`src/roc_pkg.sv`:
```
// Shared constants and types for the relay output channel controller
package roc_pkg;

    // Channel counts of the two build variants
    localparam int unsigned FOUR_CHANNEL_RELAY_VARIANT  = 4;
    localparam int unsigned EIGHT_CHANNEL_RELAY_VARIANT = 8;
    localparam int unsigned MAX_CH                      = 8;

    // Clock and communication-loss timing
    localparam int unsigned CLOCK_KHZ         = 20000;
    localparam int unsigned COMM_TIMEOUT_MS   = 100;
    localparam int unsigned COMM_TIMEOUT_CYC  = COMM_TIMEOUT_MS * CLOCK_KHZ;

    // Register byte offsets
    localparam logic [5:0] OFS_CTRL      = 6'h00;
    localparam logic [5:0] OFS_PWRUP     = 6'h04;
    localparam logic [5:0] OFS_FAIL      = 6'h08;
    localparam logic [5:0] OFS_LED_SENSE = 6'h0c;
    localparam logic [5:0] OFS_TEST_SEL  = 6'h10;
    localparam logic [5:0] OFS_RELAY     = 6'h14;
    localparam logic [5:0] OFS_DIAG      = 6'h18;
    localparam logic [5:0] OFS_IRQ_STAT  = 6'h1c;
    localparam logic [5:0] OFS_IRQ_MASK  = 6'h20;
    localparam logic [5:0] OFS_VARIANT   = 6'h24;

    // Field positions
    localparam int unsigned CTRL_TEST_BIT    = 0;
    localparam int unsigned DIAG_LOST_BIT    = 3;
    localparam int unsigned IRQ_LOST_BIT     = 0;
    localparam int unsigned IRQ_RESTORE_BIT  = 1;
    localparam int unsigned IRQ_DIAG_BIT     = 2;
    localparam int unsigned IRQ_W            = 3;

    // Fail action codes, two bits per channel
    localparam logic [1:0] FAIL_HOLD = 2'h0;
    localparam logic [1:0] FAIL_ON   = 2'h1;
    localparam logic [1:0] FAIL_OFF  = 2'h2;

    // Reset values
    localparam logic [7:0]  PWRUP_RST = 8'h00;
    localparam logic [15:0] FAIL_RST  = 16'h0000;
    localparam logic        SENSE_RST = 1'h0;

    typedef enum logic [3:0] {
        ST_POWERUP = 4'h1,
        ST_NORMAL  = 4'h2,
        ST_FAILED  = 4'h4,
        ST_TEST    = 4'h8
    } roc_mode_e;

    typedef struct packed {
        roc_mode_e          state;
        logic               ack;
        logic [31:0]        rdata;
        logic               test_en;
        logic [7:0]         pwrup;
        logic [15:0]        fail_mode;
        logic               sense;
        logic [7:0]         relay;
        logic [7:0]         led_red;
        logic [7:0]         led_green;
        logic               comm_lost;
        logic [31:0]        idle_cnt;
        logic [IRQ_W-1:0]   irq_status;
        logic [IRQ_W-1:0]   irq_mask;
        logic [2:0]         diag_prev;
        logic               strobe_prev;
    } roc_state_s;

endpackage

```
`src/roc_sync.sv`:
```
// Two-flop synchroniser for asynchronous level inputs
`timescale 1ns/1ps
module roc_sync #(
    parameter int unsigned W = 1
) (
    // Clock and reset
    input  wire logic         clk,
    input  wire logic         rst_n,
    // Data
    input  wire logic [W-1:0] d_async,
    output logic      [W-1:0] d_sync
);
    logic [W-1:0] meta_reg;
    logic [W-1:0] sync_reg;

    always_ff @(posedge clk or negedge rst_n) begin
        if (!rst_n) begin
            meta_reg <= '0;
            sync_reg <= '0;
        end else begin
            meta_reg <= d_async;
            sync_reg <= meta_reg;
        end
    end

    assign d_sync = sync_reg;
endmodule

```
`src/roc_relay_ctrl.sv`:
```
// Relay output channel controller with Avalon-MM register slave
// Function
// - Four or eight relay channels by build variant, each configured on its own.
// - Per-channel POWERUP_DEFAULT bit energizes that relay at power up, else off; PWRUP register writes are stored only.
// - On lost link each channel holds, forces on, or forces off per setting.
// - LED sense picks red or green for energized; other colour when off.
// - Test mode apply energizes selected relays and de-energizes the rest.
// - Test mode read returns current energized state of every relay.
// - Diagnostic status shows program, working and config memory faults apart.
`timescale 1ns/1ps
module roc_relay_ctrl #(
    parameter int unsigned CHANNELS         = roc_pkg::EIGHT_CHANNEL_RELAY_VARIANT,
    parameter int unsigned COMM_TIMEOUT_CYC = roc_pkg::COMM_TIMEOUT_CYC,
    parameter logic [7:0]  POWERUP_DEFAULT  = roc_pkg::PWRUP_RST,
    parameter logic [15:0] FAIL_DEFAULT     = roc_pkg::FAIL_RST,
    parameter logic        SENSE_DEFAULT    = roc_pkg::SENSE_RST
) (
    // Clock and reset
    input  wire logic        CLOCK,
    input  wire logic        RST_N,
    // Avalon-MM slave
    input  wire logic [5:0]  AVS_ADDRESS,
    input  wire logic        AVS_READ,
    input  wire logic        AVS_WRITE,
    input  wire logic [31:0] AVS_WRITEDATA,
    output logic      [31:0] AVS_READDATA,
    output logic             AVS_WAITREQUEST,
    // Link from the interface module
    input  wire logic [7:0]  LINK_VALUE,
    input  wire logic        LINK_STROBE,
    // Memory self-test results
    input  wire logic        PROG_MEM_FAIL,
    input  wire logic        WORK_MEM_FAIL,
    input  wire logic        CFG_CSUM_ERR,
    // Relay drives and LEDs
    output logic      [7:0]  RELAY_ON,
    output logic      [7:0]  LED_RED,
    output logic      [7:0]  LED_GREEN,
    // Interrupt
    output logic             IRQ
);
    localparam logic [7:0] CH_MASK = 8'((16'h1 << CHANNELS) - 16'h1);
    localparam logic [7:0] RELAY_RST = POWERUP_DEFAULT & CH_MASK;

    localparam roc_pkg::roc_state_s RESET_VAL = '{
        state:       roc_pkg::ST_POWERUP,
        ack:         1'h0,
        rdata:       32'h0,
        test_en:     1'h0,
        pwrup:       POWERUP_DEFAULT & CH_MASK,
        fail_mode:   FAIL_DEFAULT,
        sense:       SENSE_DEFAULT,
        relay:       RELAY_RST,
        led_red:     (RELAY_RST ^ {8{SENSE_DEFAULT}}) & CH_MASK,
        led_green:   (RELAY_RST ~^ {8{SENSE_DEFAULT}}) & CH_MASK,
        comm_lost:   1'h0,
        idle_cnt:    32'h0,
        irq_status:  '0,
        irq_mask:    '0,
        diag_prev:   3'h0,
        strobe_prev: 1'h0
    };

    // Fail action applied to every channel
    function automatic logic [7:0] fail_apply(input logic [7:0]  cur,
                                              input logic [15:0] mode);
        logic [7:0] res;
        res = cur;
        for (int i = 0; i < 8; i++) begin
            if (mode[2*i +: 2] == roc_pkg::FAIL_ON) begin
                res[i] = 1'b1;
            end else if (mode[2*i +: 2] == roc_pkg::FAIL_OFF) begin
                res[i] = 1'b0;
            end
        end
        return res;
    endfunction

    // Reset release
    logic rst_meta_reg;
    logic rst_n_sync;

    always_ff @(posedge CLOCK or negedge RST_N) begin
        if (!RST_N) begin
            rst_meta_reg <= 1'b0;
            rst_n_sync   <= 1'b0;
        end else begin
            rst_meta_reg <= 1'b1;
            rst_n_sync   <= rst_meta_reg;
        end
    end

    // Pin inputs into the clock domain
    logic [11:0] pins_sync;
    logic [7:0]  link_val;
    logic        link_strobe;
    logic [2:0]  diag_now;

    roc_sync #(
        .W       (12)
    ) u_sync (
        .clk     (CLOCK),
        .rst_n   (rst_n_sync),
        .d_async ({CFG_CSUM_ERR, WORK_MEM_FAIL, PROG_MEM_FAIL, LINK_STROBE, LINK_VALUE}),
        .d_sync  (pins_sync)
    );

    assign link_val    = pins_sync[7:0];
    assign link_strobe = pins_sync[8];
    assign diag_now    = pins_sync[11:9];

    roc_pkg::roc_state_s st_reg;
    roc_pkg::roc_state_s st_next;

    logic       accept;
    logic       wr_acc;
    logic       rd_acc;
    logic       strobe_evt;
    localparam int unsigned IRQ_W_T = roc_pkg::IRQ_W;
    logic       lost_now;
    logic [IRQ_W_T-1:0] irq_evt;

    // One wait state; a write lands at the edge where waitrequest is low
    assign accept          = (AVS_READ | AVS_WRITE) & ~st_reg.ack;
    assign wr_acc          = AVS_WRITE & st_reg.ack;
    assign rd_acc          = accept & AVS_READ;
    assign AVS_WAITREQUEST = (AVS_READ | AVS_WRITE) & ~st_reg.ack;
    assign strobe_evt      = link_strobe & ~st_reg.strobe_prev;

    always_comb begin
        st_next = st_reg;
        st_next.ack = accept;
        st_next.strobe_prev = link_strobe;
        st_next.diag_prev = diag_now;

        // Link watchdog
        if (strobe_evt) begin
            st_next.idle_cnt = 32'h0;
            st_next.comm_lost = 1'b0;
        end else if (st_reg.idle_cnt != 32'(COMM_TIMEOUT_CYC)) begin
            st_next.idle_cnt = st_reg.idle_cnt + 32'h1;
        end
        if (st_next.idle_cnt == 32'(COMM_TIMEOUT_CYC)) begin
            st_next.comm_lost = 1'b1;
        end
        lost_now = st_next.comm_lost & ~st_reg.comm_lost;

        // Register writes
        if (wr_acc) begin
            case (AVS_ADDRESS)
                roc_pkg::OFS_CTRL: begin
                    st_next.test_en = AVS_WRITEDATA[roc_pkg::CTRL_TEST_BIT];
                end
                roc_pkg::OFS_PWRUP: begin
                    st_next.pwrup = AVS_WRITEDATA[7:0] & CH_MASK;
                end
                roc_pkg::OFS_FAIL: begin
                    st_next.fail_mode = AVS_WRITEDATA[15:0];
                end
                roc_pkg::OFS_LED_SENSE: begin
                    st_next.sense = AVS_WRITEDATA[0];
                end
                roc_pkg::OFS_IRQ_MASK: begin
                    st_next.irq_mask = AVS_WRITEDATA[IRQ_W_T-1:0];
                end
                default: begin
                end
            endcase
        end

        // Relay mode machine
        case (st_reg.state)
            roc_pkg::ST_POWERUP, roc_pkg::ST_NORMAL, roc_pkg::ST_FAILED: begin
                if (st_reg.test_en) begin
                    st_next.state = roc_pkg::ST_TEST;
                end else if (strobe_evt) begin
                    st_next.state = roc_pkg::ST_NORMAL;
                    st_next.relay = link_val;
                end else if (lost_now) begin
                    st_next.state = roc_pkg::ST_FAILED;
                    st_next.relay = fail_apply(st_reg.relay, st_reg.fail_mode);
                end
            end
            roc_pkg::ST_TEST: begin
                if (!st_reg.test_en) begin
                    st_next.state = st_reg.comm_lost ? roc_pkg::ST_FAILED : roc_pkg::ST_NORMAL;
                end else if (wr_acc && AVS_ADDRESS == roc_pkg::OFS_TEST_SEL) begin
                    st_next.relay = AVS_WRITEDATA[7:0];
                end
            end
            default: begin
                st_next.state = roc_pkg::ST_POWERUP;
            end
        endcase
        st_next.relay = st_next.relay & CH_MASK;

        // LED colour follows relay state and sense
        st_next.led_red   = (st_reg.relay ^ {8{st_reg.sense}}) & CH_MASK;
        st_next.led_green = (st_reg.relay ~^ {8{st_reg.sense}}) & CH_MASK;

        // Sticky events, set wins over read-clear
        irq_evt = '0;
        irq_evt[roc_pkg::IRQ_LOST_BIT]    = lost_now;
        irq_evt[roc_pkg::IRQ_RESTORE_BIT] = strobe_evt & st_reg.comm_lost;
        irq_evt[roc_pkg::IRQ_DIAG_BIT]    = |(diag_now & ~st_reg.diag_prev);
        if (rd_acc && AVS_ADDRESS == roc_pkg::OFS_IRQ_STAT) begin
            st_next.irq_status = irq_evt;
        end else begin
            st_next.irq_status = st_reg.irq_status | irq_evt;
        end

        // Read data, zero for unmapped offsets
        if (rd_acc) begin
            case (AVS_ADDRESS)
                roc_pkg::OFS_CTRL:      st_next.rdata = {31'h0, st_reg.test_en};
                roc_pkg::OFS_PWRUP:     st_next.rdata = {24'h0, st_reg.pwrup};
                roc_pkg::OFS_FAIL:      st_next.rdata = {16'h0, st_reg.fail_mode};
                roc_pkg::OFS_LED_SENSE: st_next.rdata = {31'h0, st_reg.sense};
                roc_pkg::OFS_TEST_SEL,
                roc_pkg::OFS_RELAY:     st_next.rdata = {24'h0, st_reg.relay};
                roc_pkg::OFS_DIAG:      st_next.rdata = {28'h0, st_reg.comm_lost,
                                                         diag_now};
                roc_pkg::OFS_IRQ_STAT:  st_next.rdata = 32'(st_reg.irq_status);
                roc_pkg::OFS_IRQ_MASK:  st_next.rdata = 32'(st_reg.irq_mask);
                roc_pkg::OFS_VARIANT:   st_next.rdata = 32'(CHANNELS);
                default:                st_next.rdata = 32'h0;
            endcase
        end
    end

    always_ff @(posedge CLOCK or negedge rst_n_sync) begin
        if (!rst_n_sync) begin
            st_reg <= RESET_VAL;
        end else begin
            st_reg <= st_next;
        end
    end

    assign AVS_READDATA = st_reg.rdata;
    assign RELAY_ON     = st_reg.relay;
    assign LED_RED      = st_reg.led_red;
    assign LED_GREEN    = st_reg.led_green;
    assign IRQ          = |(st_reg.irq_status & st_reg.irq_mask);
endmodule

```
`config.mk`:
```
export PLATFORM = sky130hd
export DESIGN_NAME = roc_relay_ctrl
export DESIGN_NICKNAME = d
export VERILOG_FILES = /design/src/roc_pkg.sv /design/src/roc_sync.sv /design/src/roc_relay_ctrl.sv
export SDC_FILE = /design/constraint.sdc
export NUM_CORES = 1
export LEC_CHECK = 0
export ABC_AREA = 1
export CORE_MARGIN = 2
export CORE_UTILIZATION = 30
export DETAILED_ROUTE_END_ITERATION = 10
export DONT_BUFFER_PORTS = 1
export MAX_ROUTING_LAYER = met4
export SKIP_CTS_REPAIR_TIMING = 1
export SYNTH_ARGS = -nofsm -noshare
export SYNTH_HDL_FRONTEND = slang
export SYNTH_SLANG_ARGS = --single-unit
```
`constraint.sdc`:
```
create_clock -name CLOCK -period 5.34 [get_ports CLOCK]
set_input_delay 1.068 -clock CLOCK [delete_from_list [all_inputs] [get_ports CLOCK]]
set_output_delay 1.068 -clock CLOCK [all_outputs]
set_load 0.02 [all_outputs]
```
==> impl_metrics.json <==
{
  "ys_seq_elements": 140,
  "cts_buffers": 17,
  "power_mw": 3.153,
  "peakVddDrop_uv": 172.8,
  "h-tree-depth": 4,
  "skew_ns": 0.01149,
  "synth_simple_gate_area_frac": 0.2420,
  "grt_busiest_layer": "met2",
  "ys_types": 42,
  "crit_start": "st_reg[127]",
  "synth_compound_area_frac": 0.1000,
  "synth_edf_count": 0,
  "synth_flop_cell": "dfrtp_1",
  "fillers": 2407,
  "critPathMaxFanout": 19,
  "synthMuxAreaShare": 0.004830,
  "drc": 0,
  "hold_viol_final": 0,
  "crit_required_ns": 5.66,
  "cts_root_buffer": "clkbuf_16",
  "ys_warn_count": 0,
  "die_width_microns": 156.7,
  "critPathKind": "reg -> reg",
  "drt_iter0_drc": 489,
  "grtUsageMet1": 0.1883,
  "start_util": 0.3071,
  "setup_tns_ns": 0,
  "largest_reg_flops": 74,
  "clk_pin_slew_ns": 0.07,
  "maxSlewViolCount": 0,
  "io_pins": 112,
  "grt_usage": 0.1477,
  "wl_microns": 16800,
  "power_density_mw_per_mm2": 414.2,
  "io_buffers": 0,
  "r2r_start": "st_reg[127]",
  "ff2ff_path_depth": 8,
  "first_global_vias": 5109,
  "cts_tree": "yes",
  "setup_violations": 0,
  "synth_area_per_cell_sq_um": 8.086,
  "ys_seq_area_frac": 0.5025,
  "r2r_end": "RELAY_ON[2]",
  "cts_sinks": 140,
  "endpoint": "RELAY_ON[2]",
  "use_met2": 0.2259,
  "rows": 55,
  "dr.pass1.iters": 5,
  "p_leak_nw": 3.660,
  "synth_xor_area_frac": 0.01252,
  "synth_area_sq_mm": 0.006994,
  "diodes": 0,
  "cp-start-kind": "flip-flop",
  "dp_hpwl_microns": 12220,
  "layout.nets": 888,
  "period_needed_ns": 2.803,
  "layout_common_cells": "nand2_1 (225), dfrtp_1 (130), inv_1 (112)",
  "synth_adder_area_share": 0.003578,
  "worst_slew_pin_slew_ns": 1.013,
  "die_area_sq_mm": 0.02455,
  "finalCritPeriodShare": 0.5250,
  "clk_latency_ns": 0.43,
  "synth_top_family_by_area": "simple AND/OR/NAND/NOR gates",
  "grt_pass1_wl_microns": 27000,
  "core-area_sq_mm": 0.02278,
  "regArea_sq_mm": 0.003518,
  "end_kind": "flip-flop",
  "via_per_inst": 4.556,
  "async_flop_share": 1.000,
  "fin_hold_ws_ns": 0.3276,
  "place.gp.congestion": 0.9178,
  "holdCritPathClass": "in -> async",
  "multiInputGateArea_sq_mm": 0.002603,
  "drt.antenna.violating_nets": 0,
  "grt_max_degree": 56,
  "routedWlPerCell_microns": 14.51,
  "overflow": 0,
  "maxSlewHeadroom": 0.3234,
  "fmax_ghz": 0.3567,
  "status": "finished, final reports clean",
  "cp_data_arrival_time_ns": 3.13,
  "rsz0062_at_grt": "false",
  "grt_use_met3": 0.04209,
  "vias": 5276,
  "syn2layout_area_growth_pct": 8.837,
  "syn_inst": 865,
  "cap_violations": 0,
  "chipHeight_microns": 156.7,
  "regToRegSetupSlack_ns": 2.54,
  "antenna_found_initial": 0,
  "layout.cells.most_common": "nand2_1",
  "layout-drive-gt1-share": 0.09231,
  "clockBufferDepth": 2
}
[worst max-delay path, cell delays in order (launching register included)]
cell and delay (ns):
dfrtp_1 0.39, nor2_1 0.14, inv_1 0.08, nor3_2 0.26
clkinv_1 0.52, a211oi_2 0.98, nand3_1 0.17, nand2_1 0.10
nand2_1 0.06
[layout make-up]
class,count,area share
Clock buffer,17,0.05588
Clock inverter,15,0.02597
Inverter,119,0.05868
Multi-Input combinational cell,550,0.3419
Sequential cell,140,0.4622
Tap cell,313,0.05145
Timing Repair Buffer,4,0.003945
[synth_stat cells (all sizes together), types with 2 or more instances]
master / n / area share
a21oi: 25 / 0.018
a221oi: 6 / 0.0075
dfstp: 9 / 0.034
nand3: 57 / 0.042
nand4: 9 / 0.0080
o211ai: 11 / 0.012
ha: 2 / 0.0036
xor2: 9 / 0.011
conb: 2 / 0.0011
nand2: 230 / 0.13
buf: 60 / 0.064
o22ai: 3 / 0.0027
clkinv: 3 / 0.0016
mux2: 3 / 0.0048
a31oi: 4 / 0.0036
o21ai: 66 / 0.047
dfrtp: 131 / 0.47
inv: 116 / 0.062
nor3: 5 / 0.0050
nor2: 94 / 0.059
clkbuf: 11 / 0.0059
[layer usage]
layer / part of all wire / vias to the layer above / routed length [microns]
met1: 0.45 / 2516 / 7502
met5: 0 / - / 0
li1: - / 2613 / -
met2: 0.48 / 129 / 8007
met3: 0.060 / 18 / 1007
met4: 0.017 / 0 / 284
[worst min path at each step]
stage                   startpoint           endpoint  slack [ns]
2_1_floorplan         rst_meta_reg         rst_n_sync        0.33
3_3_place_gp    u_sync.meta_reg[2]   u_sync.d_sync[2]        0.33
3_5_place_dp   u_sync.meta_reg[11]  u_sync.d_sync[11]        0.33
4_1_cts                      RST_N         rst_n_sync        0.31
5_1_grt                      RST_N         rst_n_sync        0.30
6_report                     RST_N         rst_n_sync        0.33
[cells by family (layout without fill, tap and decap cells)]
kind of cell	after synthesis	count (layout)
adder cells (fa/ha/maj)	2	2
XOR/XNOR	10	10
other	2	17
multiplexers	3	3
buffers and inverters	190	155
AO/OA/AOI/OAI	122	122
flip-flops	140	140
AND/OR/NAND/NOR	396	396
[metrics by stage]
step	std cells	worst slack [ns]	utilization	area, sq um
2_1_floorplan	880	1.166	-	7051
3_3_place_gp	1126	2.209	0.3068	6989
3_5_place_dp	1126	2.168	0.3068	6989
4_1_cts	1158	2.571	0.3342	7612
5_1_grt	1158	2.169	0.3342	7612
6_report	1158	2.537	0.3342	7612
[power by group]
part	total (mW)	internal (mW)	switching [mW]
Sequential	1.44	1.22	0.224
Clock	1.24	0.680	0.561
Combinational	0.471	0.144	0.327
Total	3.15	2.04	1.11
No activity file was read; power rests on OpenSTA's default activity.
